<file path="src/design/rics_params.svh">
/*
 constants of the reference input switch control block.
 assumes a 32-bit apb bus with 12-bit byte addresses.
*/
// Functional notes
// - modes 0,1,2 fix the active reference at input 0,1,2.
// - manual mode runs the selected input buffer even when disabled.
// - manual with holdover: lock loss enters holdover when disable bit is 0.
// - manual holdover exit is judged on the manually selected input.
// - mode 3 picks the reference from the two select pins.
// - in mode 3 any select pin change is a switch event.
// - disable bit set: lock loss causes no event and no holdover.
// - a select pin set as output reads as 0.
// - pins 00,01,10 select inputs 0,1,2; 11 forces holdover.
// - pin mode runs the selected buffer; software keeps candidates enabled.
// - pin mode without holdover switches at once on an event.
// - pin mode with holdover: hold, then switch to the pin choice.
// - mode 4 steps through enabled inputs in order 0,1,2.
// - automatic mode skips inputs whose enable bit is clear.
// - entering mode 4 keeps the active input while locked.
// - automatic: lock loss is an event; lock must return before another.
// - enabled tuning rail detection forces holdover; lock loss follows.
// - automatic with holdover: hold, advance, exit when new input qualifies.
// - each input has a pre-divider of 1, 2, 4 or 8.
// - input 1 may serve as feedback or oscillator input, then no candidate.
// - lock detect stays low during holdover.
// - holdover exits after the lock window holds for the hold count.
`ifndef RICS_PARAMS_SVH
`define RICS_PARAMS_SVH
`define RICS_CTRL_OFF 12'h000
`define RICS_PREDIV_OFF 12'h004
`define RICS_LOCK_OFF 12'h008
`define RICS_STATUS_OFF 12'h00c
`define RICS_CTRL_RST 32'h000007c0
`define RICS_PREDIV_RST 32'h00000000
`define RICS_LOCK_RST 32'h00100004
`define RICS_F_MODE 2:0
`define RICS_F_HOLD_EN 3
`define RICS_F_LLS_DIS 4
`define RICS_F_RAIL_EN 5
`define RICS_F_ENABLE 8:6
`define RICS_F_PIN_DIR 10:9
`define RICS_F_ALT1 11
`define RICS_F_WINDOW 7:0
`define RICS_F_HOLD_CNT 23:8
`define RICS_MODE_PIN 3'h3
`define RICS_MODE_AUTO 3'h4
`endif

</file>
<file path="src/design/rics_pkg.sv">
/*
 types of the reference input switch control block.
 assumes nothing beyond the params header.
*/
package rics_pkg;
   typedef enum logic [1:0] {
      RICS_TRACK = 2'b00,
      RICS_HOLD = 2'b01
   } rics_state_t;
   typedef struct packed {
      logic psel;
      logic penable;
      logic pwrite;
      logic [11:0] paddr;
      logic [31:0] pwdata;
   } rics_apb_req_t;
endpackage

</file>
<file path="src/design/rics_top.sv">
/*
 reference input switch control: selects the loop-one reference among
 three inputs, handles holdover entry and exit, apb register file.
 assumes select pins, phase detector results and rail flags synchronous to pclk.
*/
`timescale 1ns/100ps
`include "rics_params.svh"
module rics_top (
   input wire logic pclk,
   input wire logic presetn,
   input wire rics_pkg::rics_apb_req_t apb_req,
   output logic [31:0] prdata,
   output logic pready,
   output logic pslverr,
   input wire logic select_pin_0,
   input wire logic select_pin_1,
   input wire logic pd_compare_valid,
   input wire logic [7:0] pd_phase_error,
   input wire logic tune_rail_high,
   input wire logic tune_rail_low,
   output logic [1:0] active_input,
   output logic [2:0] ref_buffer_enable,
   output logic [5:0] ref_prediv_code,
   output logic holdover,
   output logic loop1_lock_detect,
   output logic switch_event
);
   logic [31:0] ctrl;
   logic [31:0] prediv;
   logic [31:0] lockcfg;
   logic [31:0] next_ctrl;
   logic [31:0] next_prediv;
   logic [31:0] next_lockcfg;
   logic [31:0] next_prdata;
   logic mapped;
   logic wr;

   rics_pkg::rics_state_t state;
   rics_pkg::rics_state_t next_state;
   logic [1:0] next_active;
   logic [1:0] pending;
   logic [1:0] next_pending;
   logic [2:0] mode_prev;
   logic [1:0] pins_prev;
   logic lock_prev;
   logic armed;
   logic next_armed;
   logic [15:0] lock_cnt;
   logic [15:0] next_lock_cnt;
   logic evt;

   logic [2:0] mode;
   logic hold_en;
   logic lls_dis;
   logic rail_en;
   logic [2:0] en;
   logic [1:0] pin_dir;
   logic alt1;
   logic [1:0] pins_eff;
   logic [2:0] avail;
   logic [1:0] nxt;
   logic [1:0] first;
   logic qualified;
   logic lock_evt;
   logic mode_chg;
   logic pin_evt;
   logic forced;
   logic rail;
   logic exit_ok;

   assign mode = ctrl[`RICS_F_MODE];
   assign hold_en = ctrl[`RICS_F_HOLD_EN];
   assign lls_dis = ctrl[`RICS_F_LLS_DIS];
   assign rail_en = ctrl[`RICS_F_RAIL_EN];
   assign en = ctrl[`RICS_F_ENABLE];
   assign pin_dir = ctrl[`RICS_F_PIN_DIR];
   assign alt1 = ctrl[`RICS_F_ALT1];

   // apb slave: zero wait states, unmapped access answers with pslverr
   assign mapped = apb_req.paddr == `RICS_CTRL_OFF || apb_req.paddr == `RICS_PREDIV_OFF
      || apb_req.paddr == `RICS_LOCK_OFF || apb_req.paddr == `RICS_STATUS_OFF;
   assign pready = 1'b1;
   assign pslverr = apb_req.psel & apb_req.penable & ~mapped;
   assign wr = apb_req.psel & apb_req.penable & apb_req.pwrite;

   always_comb
   begin
      next_ctrl = ctrl;
      next_prediv = prediv;
      next_lockcfg = lockcfg;
      next_prdata = prdata;
      if (wr && apb_req.paddr == `RICS_CTRL_OFF)
         next_ctrl = {20'h00000, apb_req.pwdata[11:0]};
      if (wr && apb_req.paddr == `RICS_PREDIV_OFF)
         next_prediv = {26'h0000000, apb_req.pwdata[5:0]};
      if (wr && apb_req.paddr == `RICS_LOCK_OFF)
         next_lockcfg = {8'h00, apb_req.pwdata[23:0]};
      // read data is caught in the setup cycle so it leaves a flip-flop
      if (apb_req.psel && !apb_req.penable)
      begin
         case (apb_req.paddr)
            `RICS_CTRL_OFF: next_prdata = ctrl;
            `RICS_PREDIV_OFF: next_prdata = prediv;
            `RICS_LOCK_OFF: next_prdata = lockcfg;
            `RICS_STATUS_OFF: next_prdata = {18'h00000, lock_cnt == 16'hffff, armed,
               pins_eff, ref_buffer_enable, loop1_lock_detect, holdover, 1'b0,
               pending, active_input};
            default: next_prdata = 32'h00000000;
         endcase
      end
   end

   always_ff @(posedge pclk or negedge presetn)
   begin
      if (!presetn)
      begin
         ctrl <= `RICS_CTRL_RST;
         prediv <= `RICS_PREDIV_RST;
         lockcfg <= `RICS_LOCK_RST;
         prdata <= 32'h00000000;
      end
      else
      begin
         ctrl <= next_ctrl;
         prediv <= next_prediv;
         lockcfg <= next_lockcfg;
         prdata <= next_prdata;
      end
   end

   // each two-bit code divides its input by 1, 2, 4 or 8
   assign ref_prediv_code = prediv[5:0];

   assign pins_eff = {pin_dir[1] & select_pin_1, pin_dir[0] & select_pin_0};
   // input 1 drops out of the candidates while it serves as feedback
   assign avail = {en[2], en[1] & ~alt1, en[0]};
   assign forced = mode == `RICS_MODE_PIN && pins_eff == 2'b11;
   assign rail = rail_en & (tune_rail_high | tune_rail_low);
   assign qualified = lock_cnt >= lockcfg[`RICS_F_HOLD_CNT];
   assign holdover = state == rics_pkg::RICS_HOLD;
   assign loop1_lock_detect = qualified & ~holdover;
   assign mode_chg = mode != mode_prev;
   assign pin_evt = mode == `RICS_MODE_PIN && !mode_chg && pins_eff != pins_prev;
   assign lock_evt = lock_prev & ~loop1_lock_detect & ~lls_dis & armed;
   // exit by qualified lock, or at once when software clears holdover enable
   assign exit_ok = ~forced & ~rail & (qualified | ~hold_en);

   always_comb
   begin
      int idx;
      idx = 0;
      nxt = active_input;
      first = active_input;
      for (int k = 3; k >= 1; k--)
      begin
         idx = (int'(active_input) + k) % 3;
         if (avail[idx])
         begin
            nxt = 2'(idx);
         end
      end
      for (int k = 2; k >= 0; k--)
      begin
         if (avail[k])
         begin
            first = 2'(k);
         end
      end
   end

   always_comb
   begin
      next_state = state;
      next_active = active_input;
      next_pending = pending;
      evt = 1'b0;
      if (mode_chg)
      begin
         case (mode)
            3'h0, 3'h1, 3'h2:
            begin
               next_active = mode[1:0];
               next_pending = mode[1:0];
            end
            `RICS_MODE_PIN:
            begin
               if (pins_eff != 2'b11)
               begin
                  next_active = pins_eff;
                  next_pending = pins_eff;
               end
            end
            `RICS_MODE_AUTO:
            begin
               if (!loop1_lock_detect)
               begin
                  next_active = first;
               end
            end
            default:
            begin
               next_active = active_input;
            end
         endcase
      end
      else
      begin
         case (mode)
            3'h0, 3'h1, 3'h2:
            begin
               if (hold_en && lock_evt)
               begin
                  evt = 1'b1;
                  next_state = rics_pkg::RICS_HOLD;
               end
            end
            `RICS_MODE_PIN:
            begin
               if (pin_evt || lock_evt)
               begin
                  evt = 1'b1;
                  if (pins_eff != 2'b11)
                  begin
                     next_pending = pins_eff;
                  end
                  if (hold_en || forced)
                  begin
                     next_state = rics_pkg::RICS_HOLD;
                  end
                  else
                  begin
                     next_active = pins_eff;
                  end
               end
            end
            `RICS_MODE_AUTO:
            begin
               if (lock_evt)
               begin
                  evt = 1'b1;
                  next_active = nxt;
                  next_pending = nxt;
                  if (hold_en)
                  begin
                     next_state = rics_pkg::RICS_HOLD;
                  end
               end
            end
            default: evt = 1'b0;
         endcase
      end
      case (state)
         rics_pkg::RICS_TRACK:
         begin
            if (forced || rail)
            begin
               next_state = rics_pkg::RICS_HOLD;
            end
         end
         rics_pkg::RICS_HOLD:
         begin
            // lock is judged on the active input, the manual one in manual mode
            if (exit_ok && next_state == rics_pkg::RICS_HOLD && !evt)
            begin
               next_state = rics_pkg::RICS_TRACK;
               if (mode == `RICS_MODE_PIN)
               begin
                  next_active = pending;
               end
            end
         end
         default:
         begin
            next_state = rics_pkg::RICS_TRACK;
         end
      endcase
   end

   // a new reference restarts the lock count
   always_comb
   begin
      next_lock_cnt = lock_cnt;
      if (evt || next_active != active_input)
         next_lock_cnt = 16'h0000;
      else if (pd_compare_valid && pd_phase_error > lockcfg[`RICS_F_WINDOW])
         next_lock_cnt = 16'h0000;
      else if (pd_compare_valid && lock_cnt != 16'hffff)
         next_lock_cnt = lock_cnt + 16'h0001;
      // a lock fall disarms unless the disable bit is set, also one that is not an event in its mode
      next_armed = armed;
      if (loop1_lock_detect)
         next_armed = 1'b1;
      else if (evt || lock_evt)
         next_armed = 1'b0;
   end

   // manual and pin modes force the chosen buffer on; auto obeys enables
   always_comb
   begin
      ref_buffer_enable = avail;
      if (mode <= `RICS_MODE_PIN)
      begin
         ref_buffer_enable = en;
         ref_buffer_enable[active_input] = 1'b1;
      end
   end

   always_ff @(posedge pclk or negedge presetn)
   begin
      if (!presetn)
      begin
         state <= rics_pkg::RICS_TRACK;
         active_input <= 2'h0;
         pending <= 2'h0;
         mode_prev <= 3'h0;
         pins_prev <= 2'h0;
         lock_prev <= 1'b0;
         armed <= 1'b0;
         lock_cnt <= 16'h0000;
         switch_event <= 1'b0;
      end
      else
      begin
         state <= next_state;
         active_input <= next_active;
         pending <= next_pending;
         mode_prev <= mode;
         pins_prev <= pins_eff;
         lock_prev <= loop1_lock_detect;
         armed <= next_armed;
         lock_cnt <= next_lock_cnt;
         switch_event <= evt;
      end
   end
endmodule

</file>
<file path="config.mk">
export PLATFORM = sky130hd
export DESIGN_NAME = rics_top
export DESIGN_NICKNAME = d
export VERILOG_FILES = /design/src/design/rics_pkg.sv /design/src/design/rics_top.sv
export VERILOG_INCLUDE_DIRS = /design/src /design/src/design
export SDC_FILE = /design/constraint.sdc
export NUM_CORES = 1
export LEC_CHECK = 0
export BUFFER_PORTS_ARGS = -buffer_cell sky130_fd_sc_hd__buf_2
export CORE_MARGIN = 3
export CORE_UTILIZATION = 55
export DETAILED_ROUTE_END_ITERATION = 10
export GPL_TIMING_DRIVEN = 1
export PLACE_DENSITY = 0.78
export SKIP_LAST_GASP = 1
export SYNTH_ARGS = -nofsm -noshare
export SYNTH_HDL_FRONTEND = slang
export SYNTH_SLANG_ARGS = --single-unit
</file>
<file path="constraint.sdc">
create_clock -name pclk -period 3.7 [get_ports pclk]
set_input_delay 0.37 -clock pclk [delete_from_list [all_inputs] [get_ports pclk]]
set_output_delay 0.37 -clock pclk [all_outputs]
set_load 0.005 [all_outputs]
</file>
==> qor.csv, run 1 <==
metric;value;unit
path_max_fanout;16;
synth_edf_count;0;
period_needed;3.54;ns
fmax;283;MHz
hold_path_end;lockcfg[19];
drcViolationCount;0;
antenna_cells;0;
die_h;109;um
relSlewSlack;0.270;
utilization;0.674;
synth_top_family_by_area;simple AND/OR/NAND/NOR gates;
insertion_delay;0.38;ns
synth_adder_area_share;0.0645;
drv_slew;0;
maxCapViolations;0;
dieArea;11800;um2
initial_core_util;0.579;
routed_wl;15400;um
grt_pass1_wl;24700;um
hpwl;11700;um
drive_above_1_share;0.275;
slowest_delay;0.55;ns
powerDensity;325;nW/um2
antenna_left;0;
syn2layout_area_growth;16.4;%
synth_flop_cell;dfrtp_1;
vdd_drop_max;199;uV
crit_chain;inv_1, ha_1, nand4_2, or3_4, or4_4, nand3_2, o221ai_2, or3_4, nor4_4, a211oi_4, buf_12, nor4_2;
hold_viol_final;0;
wire_per_inst;18.5;um
synth_cells;602;
cts_made_buffers;9;
yosys.area_share.simple;0.189;
worst_pin_slew;1.10;ns
antenna_found_initial;0;
leakage;3.27;nW
rows;36;
grt_max_degree;47;
floorplan.die.width;109;um
synth-seq-cells;96;
synth_area_leaders;dfrtp_1, ha_1, o21ai_0, nand2_1, mux2_2;
synth_compound_area_frac;0.170;
rr_endpoint;lock_cnt[13];
finalSetupViolations;0;
coreArea;10000;um2
min_from;apb_req[19];
nNetsFinal;789;
yosysSeqAreaShare;0.415;
reg2regPathDepth;12;
cts_tree;built;
rsz0062_at_grt;true;
clockBufferDepth;2;
drt-initial-drc-count;495;
routed-via-count;5013;
ys_warn_count;0;
fin_ws;0.164;ns
criticalPathCategory;register to register;
crit_top_cell;or3_4;
syn_area;5820;um2
grt_pass1_vias;4990;
critPathRequiredTime;3.97;ns
cts_root_buf;clkbuf_8;
yosysUniqueCellTypes;78;
startpoint_type;register;
port_buffers;92;
worstSetupEndpointType;register;
track_usage;0.268;
hold_path.class;primary input to register;
status;finished clean;
fin_skew;0.0103;ns
crit_slowest_cell;or4_4;
synth_top_area_cell;dfrtp_1;
clk_pin_slew;0.10;ns
vias_per_cell;6.00;
routabilityCongestion;0.964;
r2r_slack;0.16;ns
dpl_worst_slack;0.0655;ns
ios;110;
overflow;0;
drtPass1Iterations;5;
finalCritPeriodShare;0.956;
synthArstFlopShare;1.00;
power;0.00220;W
yosys.area.top_type_share;0.383;
hold_depth;3;
r2r_start;lockcfg[20];
syn_area_per_cell;9.66;um2
cts_sinks;96;
cp.arrival;3.81;ns
h-tree-depth;3;
yosys.area_share.xor_xnor;0.0301;
synth.mux.area_fraction;0.0712;
synth_stat cells, types with 10 or more instances:
master / instances
inv_1: 36
mux2_2: 17
nor2_1: 29
nor4_1: 10
nand2_1: 75
nor4_2: 11
mux2i_1: 11
xor2_1: 14
a22o_1: 14
a21oi_1: 17
clkbuf_1: 23
dfrtp_1: 89
ha_1: 30
o21ai_0: 57
nand3_1: 12
state kept, by name (all words and copies together) (netlist names), 2 cells and up:
signal,flops
lockcfg,24
prdata,24
lock_cnt,16
ctrl,12
prediv,6
mode_prev,3
active_input,2
pending,2
pins_prev,2
state,2
stage by stage:
stage | TNS, ns | area (um2) | hold WS (ns) | instances
after global placement | 0 | 6480 | 0.262 | 817
after detailed placement | 0 | 6480 | 0.264 | 817
final | 0 | 6770 | 0.193 | 835
after CTS | 0 | 6700 | 0.185 | 834
after global routing | -0.0126 | 6770 | 0.197 | 835
after floorplan | 0 | 5850 | 0.0744 | 610
metal layers:
| metal | track usage | wire, um | vias up | share of wire |
|---|---|---|---|---|
| met2 | 0.429 | 7290 | 220 | 0.47 |
| met5 | 0 | 0 | - | 0 |
| met1 | 0.364 | 6680 | 2428 | 0.43 |
| li1 | - | - | 2342 | - |
| met3 | 0.0616 | 1200 | 23 | 0.077 |
| met4 | 0.0857 | 275 | 0 | 0.018 |
cells in the final DEF, fill, tap and decap left out, types with 3 or more instances in the layout:
cell / instances
xnor2_1: 6
dfrtp_1: 89
o21ai_0: 57
xor2_1: 14
and3_1: 6
nand2b_1: 6
nor4_2: 12
clkbuf_8: 9
a21o_1: 4
nand3_1: 11
buf_4: 18
nand2_1: 75
nor2b_1: 3
nor3_1: 8
dfstp_2: 7
conb_1: 10
mux4_2: 5
or4_1: 3
o21a_1: 5
buf_2: 91
mux2i_1: 11
nand4_1: 9
a22oi_1: 3
ha_1: 30
a31oi_1: 7
buf_12: 3
nor2_1: 29
a21oi_1: 17
nor4_1: 8
a22o_1: 14
o22ai_1: 8
mux2_2: 17
o211ai_1: 4
inv_1: 36
kinds of logic after synthesis:
kind of cell             count (synthesis)
flip-flops                              96
AND/OR/NAND/NOR                        198
buffers and inverters                   76
AO/OA/AOI/OAI                          147
adder cells (fa/ha/maj)                 30
multiplexers                            33
XOR/XNOR                                20
other                                    2
timing repair:
action,CTS,global route
gates resized for setup,0,9
buffers inserted,0,1
hold endpoints to repair,19,0
endpoints found under the setup margin,0,16
hold buffers,1,0
power breakdown:
part	leakage (nW)	total [W]	internal (W)	switching, W
Combinational	2.00	0.000318	0.000145	0.000173
Clock	0.104	0.000767	0.000383	0.000384
Sequential	1.17	0.00112	0.00108	0.0000390
worst max path at each step:
stage	slack (ns)	to	cells after the start	from
floorplan	0.27	lock_cnt[10]	12	lockcfg[20]
global placement	0.13	lock_cnt[1]	14	lockcfg[20]
detailed placement	0.07	lock_cnt[1]	13	lockcfg[8]
CTS	0.04	lock_cnt[1]	14	lock_cnt[0]
global route	-0.01	lock_cnt[1]	12	lockcfg[20]
finish	0.16	lock_cnt[13]	12	lockcfg[20]
critical path, delay by kind of cell, from the launching register on:
| kind | cells | cell delay, ns |
|---|---|---|
| AOI/OAI and AO/OA | 2 | 0.18 |
| adders and majority gates | 1 | 0.29 |
| buffers and inverters | 2 | 0.22 |
| DFF | 1 | 0.54 |
| and+or+nand+nor | 7 | 2.20 |
final cells by class:
class,count,area [um2]
Clock buffer,11,131
Clock inverter,5,81.3
Fill cell,767,3280
Inverter,38,145
Multi-Input combinational cell,438,3160
Sequential cell,96,2410
Tap cell,133,166
Timing Repair Buffer,114,672
(Power assumes the default switching activity.)
==> run 2: changes to the inputs <==
- CELL_PAD_IN_SITES_DETAIL_PLACEMENT: default -> 0
- CELL_PAD_IN_SITES_GLOBAL_PLACEMENT: default -> 1
- CORE_UTILIZATION: 55 -> 43
- PLACE_DENSITY: 0.78 -> 0.8
==> run 2 against run 1 <==
Non-clock buffer count down 2. Fmax down 0.48%. Count of clock-buffer cells in the layout unchanged. Worst hold slack worse by 0.0060 ns. Cell count up 4.4%. Register-to-register slack worse by 0.02 ns. Critical path depth unchanged. Combinational power down 3%. Setup slack worse by 0.017 ns. Die area up 26%. Power up 5.0%. Core utilization down 14 points. Largest power group unchanged.
==> qor.csv, run 2 (synthesis gave the netlist of run 1 again) <==
metric;value;unit;change
antenna_cells;0;;unchanged
fin_ws;0.147;ns;-0.0169 ns
cts_made_buffers;9;;unchanged
hpwl;11700;um;+0.55%
drive_above_1_share;0.277;;+0.00221
clk_pin_slew;0.07;ns;-0.03 ns
powerDensity;337;nW/um2;+3.7%
fin_skew;0.00927;ns;-0.00103 ns
cp.arrival;3.80;ns;about the same
cts_setup_buffers;0;;unchanged
drtPass1Iterations;5;;unchanged
power;0.00231;W;+5.0%
rows;41;;+14%
crit_chain;inv_1, ha_1, nand4_2, or3_4, or4_4, nand3_2, o221ai_2, or3_4, nor4_4, a211oi_4, buf_12, a2111oi_4;;
nNetsFinal;787;;-0.25%
initial_core_util;0.450;;-0.129
finalCritPeriodShare;0.960;;+0.00457
floorplan.die.width;122;um;+12%
cts_root_buf;clkbuf_16;;
status;finished clean;;
routed_wl;15700;um;+1.8%
crit_slowest_cell;or4_4;;
die_h;122;um;+12%
drt-initial-drc-count;407;;-18%
drcViolationCount;0;;unchanged
wire_per_inst;18.0;um;-2.5%
cts_hold_buf;0;;-1
hold_viol_final;0;;unchanged
worst_pin_slew;1.14;ns;+0.0476 ns
nFillCells;1179;;+54%
grt_max_degree;81;;+72%
fin_setup_tns;0;ns;unchanged
final_common_cell;buf_2;;
grt_pass1_vias;4857;;-2.7%
dpl_worst_slack;0.118;ns;+0.0525 ns
antenna_left;0;;unchanged
criticalPathCategory;register to register;;
hold_path.class;primary input to async pin;;
overflow;0;;unchanged
startpoint_type;register;;
routed-via-count;4923;;-1.8%
antenna_found_initial;0;;unchanged
vias_per_cell;5.65;;-6.0%
path_max_fanout;16;;unchanged
slowest_delay;0.54;ns;about the same
syn2layout_area_growth;17.9;%;
mostFrequentLayoutCells;buf_2, dfrtp_1, nand2_1, o21ai_0, inv_1;;
port_buffers;92;;unchanged
drv_slew;0;;unchanged
critPathRequiredTime;3.95;ns;-0.02 ns
relSlewSlack;0.238;;-0.0317
cts_resized;0;;unchanged
vdd_drop_max;204;uV;+2.4%
period_needed;3.55;ns;+0.0169 ns
finalSetupViolations;0;;unchanged
worstSetupEndpointType;register;;
insertion_delay;0.35;ns;-0.03 ns
routabilityCongestion;0.884;;-8.2%
cts_tree;built;;
maxCapViolations;0;;unchanged
cts_sinks;96;;unchanged
fmax;281;MHz;-0.48%
track_usage;0.218;;-0.0506
ios;110;;unchanged
coreArea;12900;um2;+29%
h-tree-depth;3;;unchanged
leakage;3.29;nW;+0.61%
rsz0062_at_grt;true;;
grt_pass1_wl;25300;um;+2.5%
top_regs;lockcfg x24, prdata x24, lock_cnt x16;;
clockBufferDepth;2;;unchanged
crit_top_cell;or3_4;;
dieArea;15000;um2;+26%
==> run 2: area by class of cell <==
cell class | instances | area (um2) | share of cell area
sequential | 96 | 2410 | 0.352
tap | 172 | 215 | 0.0314
clock inverter | 5 | 31.3 | 0.00456
timing repair buffer | 112 | 651 | 0.0949
multi-input combinational | 438 | 3160 | 0.461
clock buffer | 11 | 243 | 0.0354
inverter | 38 | 145 | 0.0212
==> run 2: power breakdown <==
| part | internal [W] | total, W | switching, W | leakage, nW |
|---|---|---|---|---|
| sequential | 0.00108 | 0.00112 | 0.0000377 | 1.17 |
| combinational | 0.000139 | 0.000309 | 0.000170 | 1.99 |
| clock | 0.000474 | 0.000887 | 0.000413 | 0.136 |
| total | 0.00169 | 0.00231 | 0.000621 | 3.29 |
==> run 2: metal layers <==
metal / share of wire / GRT usage / up-vias / routed length [um]
li1: - / - / 2344 / -
met1: 0.47 / 0.312 / 2393 / 7360
met2: 0.46 / 0.334 / 156 / 7190
met3: 0.053 / 0.0359 / 30 / 827
met4: 0.022 / 0.0777 / 0 / 342
met5: 0 / 0 / - / 0
==> run 2: worst max-delay path: cells and delay by family, from the launching register on <==
| kind | cells | cell delay (ns) |
|---|---|---|
| adder cells (fa/ha/maj) | 1 | 0.28 |
| buffers and inverters | 2 | 0.23 |
| flip-flops | 1 | 0.53 |
| AND/OR/NAND/NOR | 6 | 1.89 |
| AO/OA/AOI/OAI | 3 | 0.51 |
==> run 2: per-stage QoR <==
stage               cells  instance area, um2  hold WS [ns]   util
global placement      856                6530         0.401  0.505
detailed placement    856                6530         0.411  0.505
CTS                   872                6800         0.214  0.526
finish                872                6860         0.187  0.530
floorplan             610                5850        0.0744      -
global route          872                6860         0.228  0.530
==> run 2: final timing paths <==
| path | startpoint | endpoint | cells past startpoint | slack [ns] |
|---|---|---|---|---|
| min in group pclk | apb_req[22] | lockcfg[22] | 3 | 0.23 |
| min reg2reg | state[1] | state[0] | 1 | 0.43 |
| min | presetn | prdata[13] | 1 | 0.19 |
| max | lockcfg[20] | lock_cnt[1] | 12 | 0.15 |
| max in group asynchronous | presetn | lockcfg[20] | 2 | 2.61 |
| max reg2reg | lockcfg[20] | lock_cnt[1] | 12 | 0.15 |
==> run 3: changes to the inputs <==
- CORE_UTILIZATION: 43 -> 46
- PLACE_DENSITY: 0.8 -> 0.85
- clock period: 3.7 -> 4.56 ns (I/O delays scaled with it)
==> run 3 against run 2 <==
Count of clock-buffer cells in the layout unchanged. Critical path depth stayed put. Worst hold slack lost 0.080 ns. Global-route usage rose by 0.29 points. Sequential share of layout area grew 0.76 points. Non-clock buffer count down 10.
==> qor.csv, run 3 (synthesis gave the netlist of run 1 again) <==
metric;value;unit;change
status;finished clean;;
mostFrequentLayoutCells;buf_2, dfrtp_1, nand2_1, o21ai_0, inv_1;;
initial_core_util;0.478;;+0.0283
reg2regPathDepth;12;;unchanged
h-tree-depth;3;;unchanged
syn2layout_area_growth;15.4;%;
antenna_left;0;;unchanged
grt_pass1_wl;25000;um;-1.3%
floorplan.die.width;118;um;-3.2%
cp.arrival;4.05;ns;+0.25 ns
r2r_start;lockcfg[20];;
vias_per_cell;5.62;;-0.49%
hold_slack;0.107;ns;-0.0796 ns
routed-via-count;4820;;-2.1%
nFillCells;1102;;-6.5%
cts_sinks;96;;unchanged
leakage;3.24;nW;-1.7%
worstSetupEndpointType;register;;
maxCapViolations;0;;unchanged
drive_above_1_share;0.259;;-0.0177
clk_pin_slew;0.07;ns;about the same
finalSetupViolations;0;;unchanged
hold_path.class;primary input to async pin;;
critPathRequiredTime;4.75;ns;+0.80 ns
fmax;259;MHz;-8.0%
vdd_drop_max;151;uV;-26%
finalCritPeriodShare;0.847;;-0.113
fin_setup_tns;0;ns;unchanged
powerDensity;284;nW/um2;-16%
worst_pin_slew;1.12;ns;-0.0230 ns
drt-initial-drc-count;390;;-4.2%
startpoint_type;register;;
nNetsFinal;777;;-1.3%
rsz0062_at_grt;false;;
cts_made_buffers;9;;unchanged
wire_per_inst;17.8;um;-1.4%
top_regs;lockcfg x24, prdata x24, lock_cnt x16;;
dp_cells;842;;-1.6%
rows;40;;-2.4%
period_needed;3.86;ns;+0.310 ns
drtPass1Iterations;5;;unchanged
overflow;0;;unchanged
grt_max_degree;53;;-35%
ios;110;;unchanged
clockBufferDepth;2;;unchanged
final_common_cell;buf_2;;
cts_setup_buffers;0;;unchanged
antenna_found_initial;0;;unchanged
r2r_slack;0.70;ns;+0.55 ns
path_max_fanout;16;;unchanged
routabilityCongestion;0.895;;+1.2%
routed_wl;15200;um;-3.0%
cts_tree;built;;
dieArea;14000;um2;-6.2%
drcViolationCount;0;;unchanged
relSlewSlack;0.254;;+0.0154
track_usage;0.221;;+0.00293
port_buffers;92;;unchanged
criticalPathCategory;register to register;;
die_h;118;um;-3.2%
cts_resized;0;;unchanged
drv_slew;0;;unchanged
post_layout_nonfiller_instances;858;;-1.6%
hold_viol_final;0;;unchanged
antenna_cells;0;;unchanged
cts_hold_buf;0;;unchanged
cts_root_buf;clkbuf_16;;
fin_skew;0.00601;ns;-0.00326 ns
rr_endpoint;lock_cnt[5];;
hpwl;11500;um;-2.3%
grt_pass1_vias;4799;;-1.2%
coreArea;12200;um2;-5.9%
power;0.00191;W;-18%
insertion_delay;0.35;ns;about the same
## run 3: cell count changes in the layout (fill, tap and decap cells not counted), sizes merged
cell and change:
buf -10, bufinv +1, clkinv -1
## run 3: worst max-delay path by stage
stage                      from           end  slack, ns
finish              lockcfg[20]   lock_cnt[5]       0.70
global route        lockcfg[20]   lock_cnt[5]       0.49
global placement    lockcfg[20]   lock_cnt[3]       0.77
CTS                 lockcfg[20]   lock_cnt[5]       0.69
floorplan           lockcfg[20]  lock_cnt[10]       1.13
detailed placement  lockcfg[20]   lock_cnt[5]       0.71
## run 3: stage by stage
stage,util,instance area (um2),setup slack (ns)
6_report,0.552,6710,0.697
5_1_grt,0.552,6710,0.490
4_1_cts,0.552,6710,0.695
3_5_place_dp,0.527,6410,0.708
3_3_place_gp,0.527,6410,0.766
2_1_floorplan,-,5850,1.13
## run 3: routing by layer
layer	GRT usage	wire (um)	vias to the layer above
li1	-	-	2327
met1	0.311	7170	2325
met2	0.352	7090	150
met3	0.0364	748	18
met4	0.0652	242	0
met5	0	0	-
## run 3: area by class of cell
| class | instances | area, um2 | share of cell area |
|---|---|---|---|
| flip-flops and latches | 96 | 2410 | 0.359 |
| multi-input cells | 438 | 3110 | 0.463 |
| inverters | 38 | 145 | 0.0216 |
| clock buffers | 11 | 243 | 0.0362 |
| repair buffers | 102 | 538 | 0.0802 |
| well taps | 168 | 210 | 0.0313 |
| clock inverters | 5 | 56.3 | 0.00839 |
## run 3: power breakdown
group | internal, W | switching [W] | total [W]
combinational | 0.0000992 | 0.000130 | 0.000229
sequential | 0.000876 | 0.0000308 | 0.000906
clock | 0.000441 | 0.000330 | 0.000770
## run 3: critical path, stage by stage (launching register included)
cell and delay (ns):
dfstp_2 0.53, inv_1 0.07, ha_1 0.30, nand4_2 0.12
nor3_1 0.08, or4_4 0.52, o31ai_4 0.49, nand2_1 0.24
o311ai_0 0.59, nor4_2 0.14, a211oi_4 0.24, buf_4 0.29
nor4_1 0.10
